$ cat src/inc/imf_cfg.svh
`ifndef IMF_CFG_SVH
`define IMF_CFG_SVH
// register offsets, shared by the two register spaces where names match
`define IMF_OFS_INT_STATUS     8'h0A
`define IMF_OFS_FILL_OVR       8'h0E
`define IMF_OFS_GYRO_IRQ_EN    8'h15
`define IMF_OFS_ACC_IRQ_EN     8'h17
`define IMF_OFS_GYRO_PIN_MAP   8'h18
`define IMF_OFS_ACC_PIN_MAP    8'h1A
`define IMF_OFS_GYRO_WM_EN     8'h1E
`define IMF_OFS_ACC_WM_LEVEL   8'h30
`define IMF_OFS_SYNC_CFG       8'h34
`define IMF_OFS_GYRO_WM_LEVEL  8'h3D
`define IMF_OFS_QUEUE_CFG      8'h3E
// field positions
`define IMF_BIT_SYNC_EN        5
`define IMF_BIT_SYNC_SEL       4
`define IMF_BIT_OVERRUN        7
`define IMF_BIT_ACC_WM_EN      6
`define IMF_BIT_ACC_FULL_EN    5
`define IMF_BIT_ACC_WM_P1      1
`define IMF_BIT_ACC_WM_P2      6
`define IMF_BIT_ACC_FULL_P1    2
`define IMF_BIT_ACC_FULL_P2    5
`define IMF_BIT_GYRO_WM_EN     7
`define IMF_BIT_GYRO_Q_EN      6
`define IMF_BIT_GYRO_Q_P1      2
`define IMF_BIT_GYRO_Q_P2      5
`define IMF_BIT_ACC_WM_ST      6
`define IMF_BIT_ACC_FULL_ST    5
`define IMF_BIT_GYRO_Q_ST      4
`define IMF_MODE_HI            7
`define IMF_MODE_LO            6
// capacities in frames for stop-when-full mode
`define IMF_ACC_CAP            7'h20
`define IMF_GYRO_CAP           7'h64
// reset value of every writable register
`define IMF_REG_RESET          8'h00
`endif

$ cat src/inc/imf_pkg.sv
package imf_pkg;
   // queue operating mode field encodings
   typedef enum logic [1:0] {
      IMF_BYPASS = 2'h0,
      IMF_STOP   = 2'h1,
      IMF_STREAM = 2'h2,
      IMF_RSVD   = 2'h3
   } imf_mode_e;
endpackage

$ cat src/design/imf_level.sv
`timescale 1ns/10ps
`default_nettype none
`include "imf_cfg.svh"
// fill level and overrun tracking for one sample queue
module imf_level
#(
   parameter logic [6:0] CAP = 7'h20
)
(
   input  wire logic            ref_clk,
   input  wire logic            srst,
   input  wire logic            clr,
   input  wire logic            push,
   input  wire logic            pop,
   input  wire imf_pkg::imf_mode_e mode,
   output logic          [6:0]  count_r,
   output logic                 overrun_r,
   output logic                 full
);
   // capacity for the active mode; reserved acts like bypass
   function automatic logic [6:0] cap_of(input imf_pkg::imf_mode_e m);
      unique case (m)
         imf_pkg::IMF_STOP:   cap_of = CAP;
         imf_pkg::IMF_STREAM: cap_of = CAP - 7'h01;
         default:             cap_of = 7'h01;
      endcase
   endfunction

   logic [6:0] count_nxt;   // next fill level

   assign full = (count_r >= cap_of(mode));

   // full drops the push in every mode, stop, stream and bypass alike
   always_comb
   begin
      count_nxt = count_r;
      if (push && !full)
         count_nxt = count_nxt + 7'h01;
      if (pop && (count_r != 7'h00))
         count_nxt = count_nxt - 7'h01;
   end

   // fill level register, cleared by configuration writes
   always_ff @(posedge ref_clk)
   begin
      if (srst || clr)
         count_r <= 7'h00;
      else
         count_r <= count_nxt;
   end

   // overrun stays set through reads that drain the queue
   always_ff @(posedge ref_clk)
   begin
      if (srst || clr)
         overrun_r <= 1'b0;
      else if (push && full)
         overrun_r <= 1'b1;
   end
endmodule
`default_nettype wire

$ cat src/design/imf_top.sv
`timescale 1ns/10ps
`default_nettype none
`include "imf_cfg.svh"
module imf_top
(
   input  wire logic        ref_clk,
   input  wire logic        srst,
   input  wire logic        reg_gyro_sel,
   input  wire logic        reg_wr_en,
   input  wire logic        reg_rd_en,
   input  wire logic [7:0]  reg_addr,
   input  wire logic [7:0]  reg_wdata,
   output logic      [7:0]  reg_rdata_r,
   input  wire logic        acc_sample_stb,
   input  wire logic        acc_frame_pop,
   input  wire logic        gyro_sample_stb,
   input  wire logic [15:0] gyro_z_in,
   input  wire logic        gyro_frame_pop,
   output logic      [15:0] gyro_z_word_r,
   output logic             gyro_z_valid_r,
   output logic             acc_irq_pin_one_r,
   output logic             acc_irq_pin_two_r,
   input  wire logic        gyro_irq_pin_one_in,
   output logic             gyro_irq_pin_one_out_r,
   output logic             gyro_irq_pin_one_oe_r,
   input  wire logic        gyro_irq_pin_two_in,
   output logic             gyro_irq_pin_two_out_r,
   output logic             gyro_irq_pin_two_oe_r
);
   // writable registers, accelerometer space
   logic [7:0] acc_irq_enable_r;      // enables
   logic [7:0] acc_irq_pin_map_r;     // pin routing
   logic [7:0] acc_watermark_level_r; // watermark level
   logic [7:0] acc_queue_cfg_r;       // mode and data select
   // writable registers, gyroscope space
   logic [7:0] gyro_irq_enable_r;
   logic [7:0] gyro_irq_pin_map_r;
   logic [7:0] gyro_wm_irq_enable_r;
   logic [7:0] gyro_sync_config_r;
   logic [7:0] gyro_watermark_level_r;
   logic [7:0] gyro_queue_cfg_r;

   // queue state from the level trackers
   logic [6:0] acc_count;
   logic [6:0] gyro_count;
   logic       acc_overrun;
   logic       gyro_overrun;
   logic       acc_full;
   logic       gyro_full;
   logic       acc_clr;     // clear pulse for accelerometer queue
   logic       gyro_clr;    // clear pulse for gyroscope queue

   // sync pin synchronisers
   logic       pin_one_s1_r;
   logic       pin_one_s2_r;
   logic       pin_two_s1_r;
   logic       pin_two_s2_r;

   // decoded controls and events
   imf_pkg::imf_mode_e acc_mode;
   imf_pkg::imf_mode_e gyro_mode;
   logic       external_sync_tag;  // sync mode enabled
   logic       sync_sel_two;       // sync on pin two
   logic       tag_allowed;
   logic       sync_level;
   logic       acc_wm;
   logic       gyro_wm;
   logic       gyro_queue_int;
   logic       acc_wm_status;
   logic [7:0] rdata_nxt;

   // register write decoded against one space
   function automatic logic wr_hit(input logic gyro, input logic [7:0] ofs);
      wr_hit = reg_wr_en && (reg_gyro_sel == gyro) && (reg_addr == ofs);
   endfunction

   assign acc_mode  = imf_pkg::imf_mode_e'(
      acc_queue_cfg_r[`IMF_MODE_HI:`IMF_MODE_LO]);
   assign gyro_mode = imf_pkg::imf_mode_e'(
      gyro_queue_cfg_r[`IMF_MODE_HI:`IMF_MODE_LO]);

   // configuration or watermark writes empty the queue; a process, not an
   // assign, so the bus signals read inside wr_hit wake it up
   always_comb
   begin
      acc_clr  = wr_hit(1'b0, `IMF_OFS_QUEUE_CFG)
              || wr_hit(1'b0, `IMF_OFS_ACC_WM_LEVEL);
      gyro_clr = wr_hit(1'b1, `IMF_OFS_QUEUE_CFG)
              || wr_hit(1'b1, `IMF_OFS_GYRO_WM_LEVEL);
   end

   // accelerometer register writes
   always_ff @(posedge ref_clk)
   begin
      if (srst)
      begin
         acc_irq_enable_r      <= `IMF_REG_RESET;
         acc_irq_pin_map_r     <= `IMF_REG_RESET;
         acc_watermark_level_r <= `IMF_REG_RESET;
         acc_queue_cfg_r       <= `IMF_REG_RESET;
      end
      else
      begin
         if (wr_hit(1'b0, `IMF_OFS_ACC_IRQ_EN))
            acc_irq_enable_r <= reg_wdata;
         if (wr_hit(1'b0, `IMF_OFS_ACC_PIN_MAP))
            acc_irq_pin_map_r <= reg_wdata;
         if (wr_hit(1'b0, `IMF_OFS_ACC_WM_LEVEL))
            acc_watermark_level_r <= reg_wdata;
         if (wr_hit(1'b0, `IMF_OFS_QUEUE_CFG))
            acc_queue_cfg_r <= reg_wdata;
      end
   end

   // gyroscope register writes
   always_ff @(posedge ref_clk)
   begin
      if (srst)
      begin
         gyro_irq_enable_r      <= `IMF_REG_RESET;
         gyro_irq_pin_map_r     <= `IMF_REG_RESET;
         gyro_wm_irq_enable_r   <= `IMF_REG_RESET;
         gyro_sync_config_r     <= `IMF_REG_RESET;
         gyro_watermark_level_r <= `IMF_REG_RESET;
         gyro_queue_cfg_r       <= `IMF_REG_RESET;
      end
      else
      begin
         if (wr_hit(1'b1, `IMF_OFS_GYRO_IRQ_EN))
            gyro_irq_enable_r <= reg_wdata;
         if (wr_hit(1'b1, `IMF_OFS_GYRO_PIN_MAP))
            gyro_irq_pin_map_r <= reg_wdata;
         if (wr_hit(1'b1, `IMF_OFS_GYRO_WM_EN))
            gyro_wm_irq_enable_r <= reg_wdata;
         if (wr_hit(1'b1, `IMF_OFS_SYNC_CFG))
            gyro_sync_config_r <= reg_wdata;
         if (wr_hit(1'b1, `IMF_OFS_GYRO_WM_LEVEL))
            gyro_watermark_level_r <= reg_wdata;
         if (wr_hit(1'b1, `IMF_OFS_QUEUE_CFG))
            gyro_queue_cfg_r <= reg_wdata;
      end
   end

   // fill level trackers, one per sensor
   imf_level #(.CAP(`IMF_ACC_CAP)) u_acc_level
   (
      .ref_clk   (ref_clk),
      .srst      (srst),
      .clr       (acc_clr),
      .push      (acc_sample_stb),
      .pop       (acc_frame_pop),
      .mode      (acc_mode),
      .count_r   (acc_count),
      .overrun_r (acc_overrun),
      .full      (acc_full)
   );

   imf_level #(.CAP(`IMF_GYRO_CAP)) u_gyro_level
   (
      .ref_clk   (ref_clk),
      .srst      (srst),
      .clr       (gyro_clr),
      .push      (gyro_sample_stb),
      .pop       (gyro_frame_pop),
      .mode      (gyro_mode),
      .count_r   (gyro_count),
      .overrun_r (gyro_overrun),
      .full      (gyro_full)
   );

   // interrupt events; a zero level never counts as reached
   assign acc_wm  = (acc_watermark_level_r[5:0] != 6'h00)
                 && ({1'b0, acc_count} >= {2'b00, acc_watermark_level_r[5:0]});
   assign gyro_wm = (gyro_watermark_level_r[6:0] != 7'h00)
                 && (gyro_count >= gyro_watermark_level_r[6:0]);
   assign gyro_queue_int = gyro_wm || gyro_full;
   assign acc_wm_status  = acc_wm;

   // sync controls
   assign external_sync_tag = gyro_sync_config_r[`IMF_BIT_SYNC_EN];
   assign sync_sel_two      = gyro_sync_config_r[`IMF_BIT_SYNC_SEL];
   assign tag_allowed = external_sync_tag
                     && ((gyro_mode == imf_pkg::IMF_STOP)
                      || (gyro_mode == imf_pkg::IMF_STREAM));
   assign sync_level  = sync_sel_two ? pin_two_s2_r : pin_one_s2_r;

   // two-stage synchronisers for both gyro pins
   always_ff @(posedge ref_clk)
   begin
      if (srst)
      begin
         pin_one_s1_r <= 1'b0;
         pin_one_s2_r <= 1'b0;
         pin_two_s1_r <= 1'b0;
         pin_two_s2_r <= 1'b0;
      end
      else
      begin
         pin_one_s1_r <= gyro_irq_pin_one_in;
         pin_one_s2_r <= pin_one_s1_r;
         pin_two_s1_r <= gyro_irq_pin_two_in;
         pin_two_s2_r <= pin_two_s1_r;
      end
   end

   // z word stored; with sync enabled, in stop and stream modes bit 0 takes the synchronised pin level, sampled two edges before this update
   always_ff @(posedge ref_clk)
   begin
      if (srst)
      begin
         gyro_z_word_r  <= 16'h0000;
         gyro_z_valid_r <= 1'b0;
      end
      else
      begin
         gyro_z_valid_r <= gyro_sample_stb;
         if (gyro_sample_stb)
         begin
            if (tag_allowed)
               gyro_z_word_r <= {gyro_z_in[15:1], sync_level};
            else
               gyro_z_word_r <= gyro_z_in;
         end
      end
   end

   // accelerometer interrupt pins
   always_ff @(posedge ref_clk)
   begin
      if (srst)
      begin
         acc_irq_pin_one_r <= 1'b0;
         acc_irq_pin_two_r <= 1'b0;
      end
      else
      begin
         acc_irq_pin_one_r <=
            (acc_wm && acc_irq_enable_r[`IMF_BIT_ACC_WM_EN]
                    && acc_irq_pin_map_r[`IMF_BIT_ACC_WM_P1])
         || (acc_full && acc_irq_enable_r[`IMF_BIT_ACC_FULL_EN]
                      && acc_irq_pin_map_r[`IMF_BIT_ACC_FULL_P1]);
         acc_irq_pin_two_r <=
            (acc_wm && acc_irq_enable_r[`IMF_BIT_ACC_WM_EN]
                    && acc_irq_pin_map_r[`IMF_BIT_ACC_WM_P2])
         || (acc_full && acc_irq_enable_r[`IMF_BIT_ACC_FULL_EN]
                      && acc_irq_pin_map_r[`IMF_BIT_ACC_FULL_P2]);
      end
   end

   // gyro pins: the sync pin stops driving, the other keeps its role
   always_ff @(posedge ref_clk)
   begin
      if (srst)
      begin
         gyro_irq_pin_one_out_r <= 1'b0;
         gyro_irq_pin_one_oe_r  <= 1'b1;
         gyro_irq_pin_two_out_r <= 1'b0;
         gyro_irq_pin_two_oe_r  <= 1'b1;
      end
      else
      begin
         gyro_irq_pin_one_out_r <= gyro_queue_int
            && gyro_wm_irq_enable_r[`IMF_BIT_GYRO_WM_EN]
            && gyro_irq_enable_r[`IMF_BIT_GYRO_Q_EN]
            && gyro_irq_pin_map_r[`IMF_BIT_GYRO_Q_P1];
         gyro_irq_pin_two_out_r <= gyro_queue_int
            && gyro_wm_irq_enable_r[`IMF_BIT_GYRO_WM_EN]
            && gyro_irq_enable_r[`IMF_BIT_GYRO_Q_EN]
            && gyro_irq_pin_map_r[`IMF_BIT_GYRO_Q_P2];
         gyro_irq_pin_one_oe_r <= !(external_sync_tag && !sync_sel_two);
         gyro_irq_pin_two_oe_r <= !(external_sync_tag && sync_sel_two);
      end
   end

   // read mux; unmapped offsets read zero
   always_comb
   begin
      rdata_nxt = 8'h00;
      if (!reg_gyro_sel)
      begin
         unique case (reg_addr)
            `IMF_OFS_INT_STATUS:
            begin
               rdata_nxt[`IMF_BIT_ACC_WM_ST]   = acc_wm_status;
               rdata_nxt[`IMF_BIT_ACC_FULL_ST] = acc_full;
            end
            `IMF_OFS_FILL_OVR:     rdata_nxt = {acc_overrun, acc_count};
            `IMF_OFS_ACC_IRQ_EN:   rdata_nxt = acc_irq_enable_r;
            `IMF_OFS_ACC_PIN_MAP:  rdata_nxt = acc_irq_pin_map_r;
            `IMF_OFS_ACC_WM_LEVEL: rdata_nxt = acc_watermark_level_r;
            `IMF_OFS_QUEUE_CFG:    rdata_nxt = acc_queue_cfg_r;
            default:               rdata_nxt = 8'h00;
         endcase
      end
      else
      begin
         unique case (reg_addr)
            `IMF_OFS_INT_STATUS:
               rdata_nxt[`IMF_BIT_GYRO_Q_ST] = gyro_queue_int;
            `IMF_OFS_FILL_OVR:
               rdata_nxt = {gyro_overrun, gyro_count};
            `IMF_OFS_GYRO_IRQ_EN:   rdata_nxt = gyro_irq_enable_r;
            `IMF_OFS_GYRO_PIN_MAP:  rdata_nxt = gyro_irq_pin_map_r;
            `IMF_OFS_GYRO_WM_EN:    rdata_nxt = gyro_wm_irq_enable_r;
            `IMF_OFS_SYNC_CFG:      rdata_nxt = gyro_sync_config_r;
            `IMF_OFS_GYRO_WM_LEVEL: rdata_nxt = gyro_watermark_level_r;
            `IMF_OFS_QUEUE_CFG:     rdata_nxt = gyro_queue_cfg_r;
            default:                rdata_nxt = 8'h00;
         endcase
      end
   end

   // read data register, loaded on a read strobe
   always_ff @(posedge ref_clk)
   begin
      if (srst)
         reg_rdata_r <= 8'h00;
      else if (reg_rd_en)
         reg_rdata_r <= rdata_nxt;
   end
endmodule
`default_nettype wire

$ cat config.mk
export PLATFORM = sky130hd
export DESIGN_NAME = imf_top
export DESIGN_NICKNAME = d
export VERILOG_FILES = /design/src/inc/imf_pkg.sv /design/src/design/imf_level.sv /design/src/design/imf_top.sv
export VERILOG_INCLUDE_DIRS = /design/src /design/src/inc
export SDC_FILE = /design/constraint.sdc
export NUM_CORES = 1
export LEC_CHECK = 0
export ABC_CLOCK_PERIOD_IN_PS = 3800
export BUFFER_PORTS_ARGS = -buffer_cell sky130_fd_sc_hd__buf_2
export CORE_ASPECT_RATIO = 1.1
export CORE_MARGIN = 5
export CORE_UTILIZATION = 59
export DETAILED_ROUTE_END_ITERATION = 8
export PLACE_DENSITY = 0.8
export SYNTH_ARGS = -nofsm -noshare
export SYNTH_HDL_FRONTEND = slang
export SYNTH_SLANG_ARGS = --single-unit
$ cat constraint.sdc
create_clock -name ref_clk -period 3.8 [get_ports ref_clk]
set_input_delay 0.57 -clock ref_clk [delete_from_list [all_inputs] [get_ports ref_clk]]
set_output_delay 0.57 -clock ref_clk [all_outputs]
set_load 0.02 [all_outputs]
==> results.sh <==
export IMPL_status="complete, no violations"
export IMPL_powerDensity_nw_per_um2=590
export IMPL_post_cts_setup_buffers=0
export IMPL_min_period_ps=3060
export IMPL_cts_sinks=131
export IMPL_drt_iter0_markers=773
export IMPL_syn_area_per_cell_um2=8.54
export IMPL_setup_tns_ps=0
export IMPL_htreeDepth=4
export IMPL_cts_repair_resize_count=0
export IMPL_drc=0
export IMPL_cts_tree="done"
export IMPL_ir_drop_uv=580
export IMPL_hpwl_mm=14.4
export IMPL_wirelength_mm=20.6
export IMPL_yosysWarnings=0
export IMPL_synth_cells=836
export IMPL_wl_per_cell_um=19.8
export IMPL_drv_slew=0
export IMPL_grt_ovfl_total=0
export IMPL_grt_pass1_vias=6489
export IMPL_rsz0062_at_grt="false"
export IMPL_ys_ff_latch=131
export IMPL_track_usage_pct=29.0
export IMPL_holdWs_ps=361
export IMPL_power_leakage_uw=0.00314
export IMPL_cpMostUsedCell="ha_1"
export IMPL_crit_path_cell_trace="inv_1 -> ha_1 -> inv_1 -> ha_1 -> nor3b_1 -> o2111ai_1 -> nand2_1 -> xnor2_1 -> ha_1 -> and2_1 -> o2111ai_1 -> a21oi_1 -> mux2i_1"
export IMPL_dr_pass1_iters=5
export IMPL_critPathCaptureType="flop"
export IMPL_crit_family="simple AND/OR/NAND/NOR gates"
export IMPL_cp_data_arrival_time_ps=3420
export IMPL_synth_common_cells="dfxtp_1, nor2_1, mux2i_1"
export IMPL_setup_viol=0
export IMPL_rows=42
export IMPL_hp_class="input pin to flop"
export IMPL_antenna_left=0
export IMPL_critical_path_class="flop to flop"
export IMPL_fin_nets=949
export IMPL_critPathRequiredTime_ps=4160
export IMPL_cts_made_buffers=17
export IMPL_worst_pin_slew_ps=816
export IMPL_synth_main_ff_cell="dfxtp_1"
export IMPL_path_buf_inv=2
export IMPL_critPathMaxStageDelay_ps=380
export IMPL_cts_root_buf="clkbuf_16"
export IMPL_crit_slowest_cell="dfxtp_1"
export IMPL_synth_nets=909
export IMPL_synth_area_top_cells="dfxtp_1, mux2i_1, nor2_1"
export IMPL_relSlewSlack_pct=45.6
export IMPL_clk_latency_ps=430
export IMPL_vias_per_cell=6.32
export IMPL_yosysTopAreaCell="dfxtp_1"
export IMPL_crit_fanout=6
export IMPL_die_area_um2=14400
export IMPL_r2r_setup_slack_ps=740
export IMPL_synth_most_common_cell="dfxtp_1"
export IMPL_pin_count=74
export IMPL_worstSetupStartpointType="flop"
export IMPL_grt_pass1_wl_mm=33.2
export IMPL_gp_congestion=0.961
export IMPL_areaGrowthSynthToFinish_pct=14.4
export IMPL_start_util_pct=59.9
export IMPL_die_w_um=115
export IMPL_drv_cap=0
export IMPL_drive_gt1_share_pct=15.4
export IMPL_fmax_mhz=326
export IMPL_path_clk_slew_ps=60
export IMPL_synth_cell_types=75
export IMPL_num_vias=6590
export IMPL_ctsHoldBuffers=0
export IMPL_coreArea_um2=11900
export IMPL_finalCritPeriodShare_pct=80.6
export IMPL_grt_max_degree=82
export IMPL_synth_top_area_share_pct=36.7
export IMPL_async_reset_ff_share_pct=0
export IMPL_die_h_um=125
export IMPL_hold_viol=0
export IMPL_seq_area_frac_synth_pct=36.7
export IMPL_syn_area_um2=7140
export IMPL_clock_path_buffers=2
export IMPL_antenna_found_initial=1
export IMPL_io_buffers=73
export IMPL_skew_ps=11.9
export IMPL_synth_edf_count=0
layer usage:
metal  track usage (%)  share of wire [%]
met2              47.2                 49
met3              7.35                8.5
met1              33.5                 37
met4              18.6                5.9
met5                 0                  0
logic make-up after synthesis:
family	count (synthesis)	share of synthesized area, %
simple gates	313	22.1
compound gates	176	17.2
flops	131	36.7
buf+inv	86	5.05
mux	80	11.2
fa+ha+maj	30	5.26
xor+xnor	20	2.45
cell type report:
type | count | area (um^2)
clock buffers | 20 | 467
well taps | 154 | 193
diodes | 1 | 2.50
repair buffers | 82 | 435
clock inverters | 11 | 199
inverters | 25 | 93.8
flip-flops and latches | 131 | 2620
multi-input cells | 619 | 4160
fillers | 939 | 3760
registers in the layout, indices dropped and copies added (netlist names), 7 cells and up:
name,count
gyro_z_word_r,16
acc_irq_enable_r,8
acc_irq_pin_map_r,8
acc_queue_cfg_r,8
acc_watermark_level_r,8
gyro_irq_enable_r,8
gyro_irq_pin_map_r,8
gyro_queue_cfg_r,8
gyro_sync_config_r,8
gyro_watermark_level_r,8
gyro_wm_irq_enable_r,8
reg_rdata_r,8
u_acc_level.count_r,7
u_gyro_level.count_r,7
placed cells by master (no fill, tap or decap), drive strengths merged, types with 6 or more instances in the layout:
cell type,netlist,layout
and3,12,12
a22o,8,8
nor2b,13,13
dfxtp,131,131
xor2,6,6
o22ai,6,6
nand2,70,70
a311oi,6,6
mux2i,79,79
nor2,120,120
ha,30,30
and2,10,10
o211ai,11,11
nor3b,6,6
inv,25,26
nand3,24,24
nand2b,14,14
clkbuf,39,20
a32oi,6,6
o21ai,20,20
a22oi,25,25
nor3,12,12
buf,22,82
xnor2,14,14
a2bb2oi,7,7
a21oi,51,51
per-stage QoR:
| stage | power (uW) | std cells | util (%) | instance area (um^2) | setup slack [ps] |
|---|---|---|---|---|---|
| detailed placement | 2980 | 1011 | 62.9 | 7500 | 819 |
| CTS | 4810 | 1042 | 68.5 | 8170 | 800 |
| floorplan | 2650 | 836 | - | 7140 | 1180 |
| finish | 4820 | 1043 | 68.5 | 8170 | 737 |
| global route | 5080 | 1043 | 68.5 | 8170 | 537 |
| global placement | 2910 | 1011 | 62.9 | 7500 | 990 |
worst paths after layout:
kind	from	to	depth (start not counted)
max	gyro_queue_cfg_r[7]	u_gyro_level.count_r[6]	13
min	gyro_irq_pin_one_in	pin_one_s1_r	2
max reg2reg	gyro_queue_cfg_r[7]	u_gyro_level.count_r[6]	13
min reg2reg	pin_one_s1_r	pin_one_s2_r	1
report_power, final:
group          internal [uW]  leakage [uW]  total, uW  switching [uW]
sequential              1460       0.00106       1630             170
combinational            558       0.00177       1360             799
clock                   1220      0.000315       1830             619
total                   3240       0.00314       4820            1590
(Power assumes the default switching activity.)
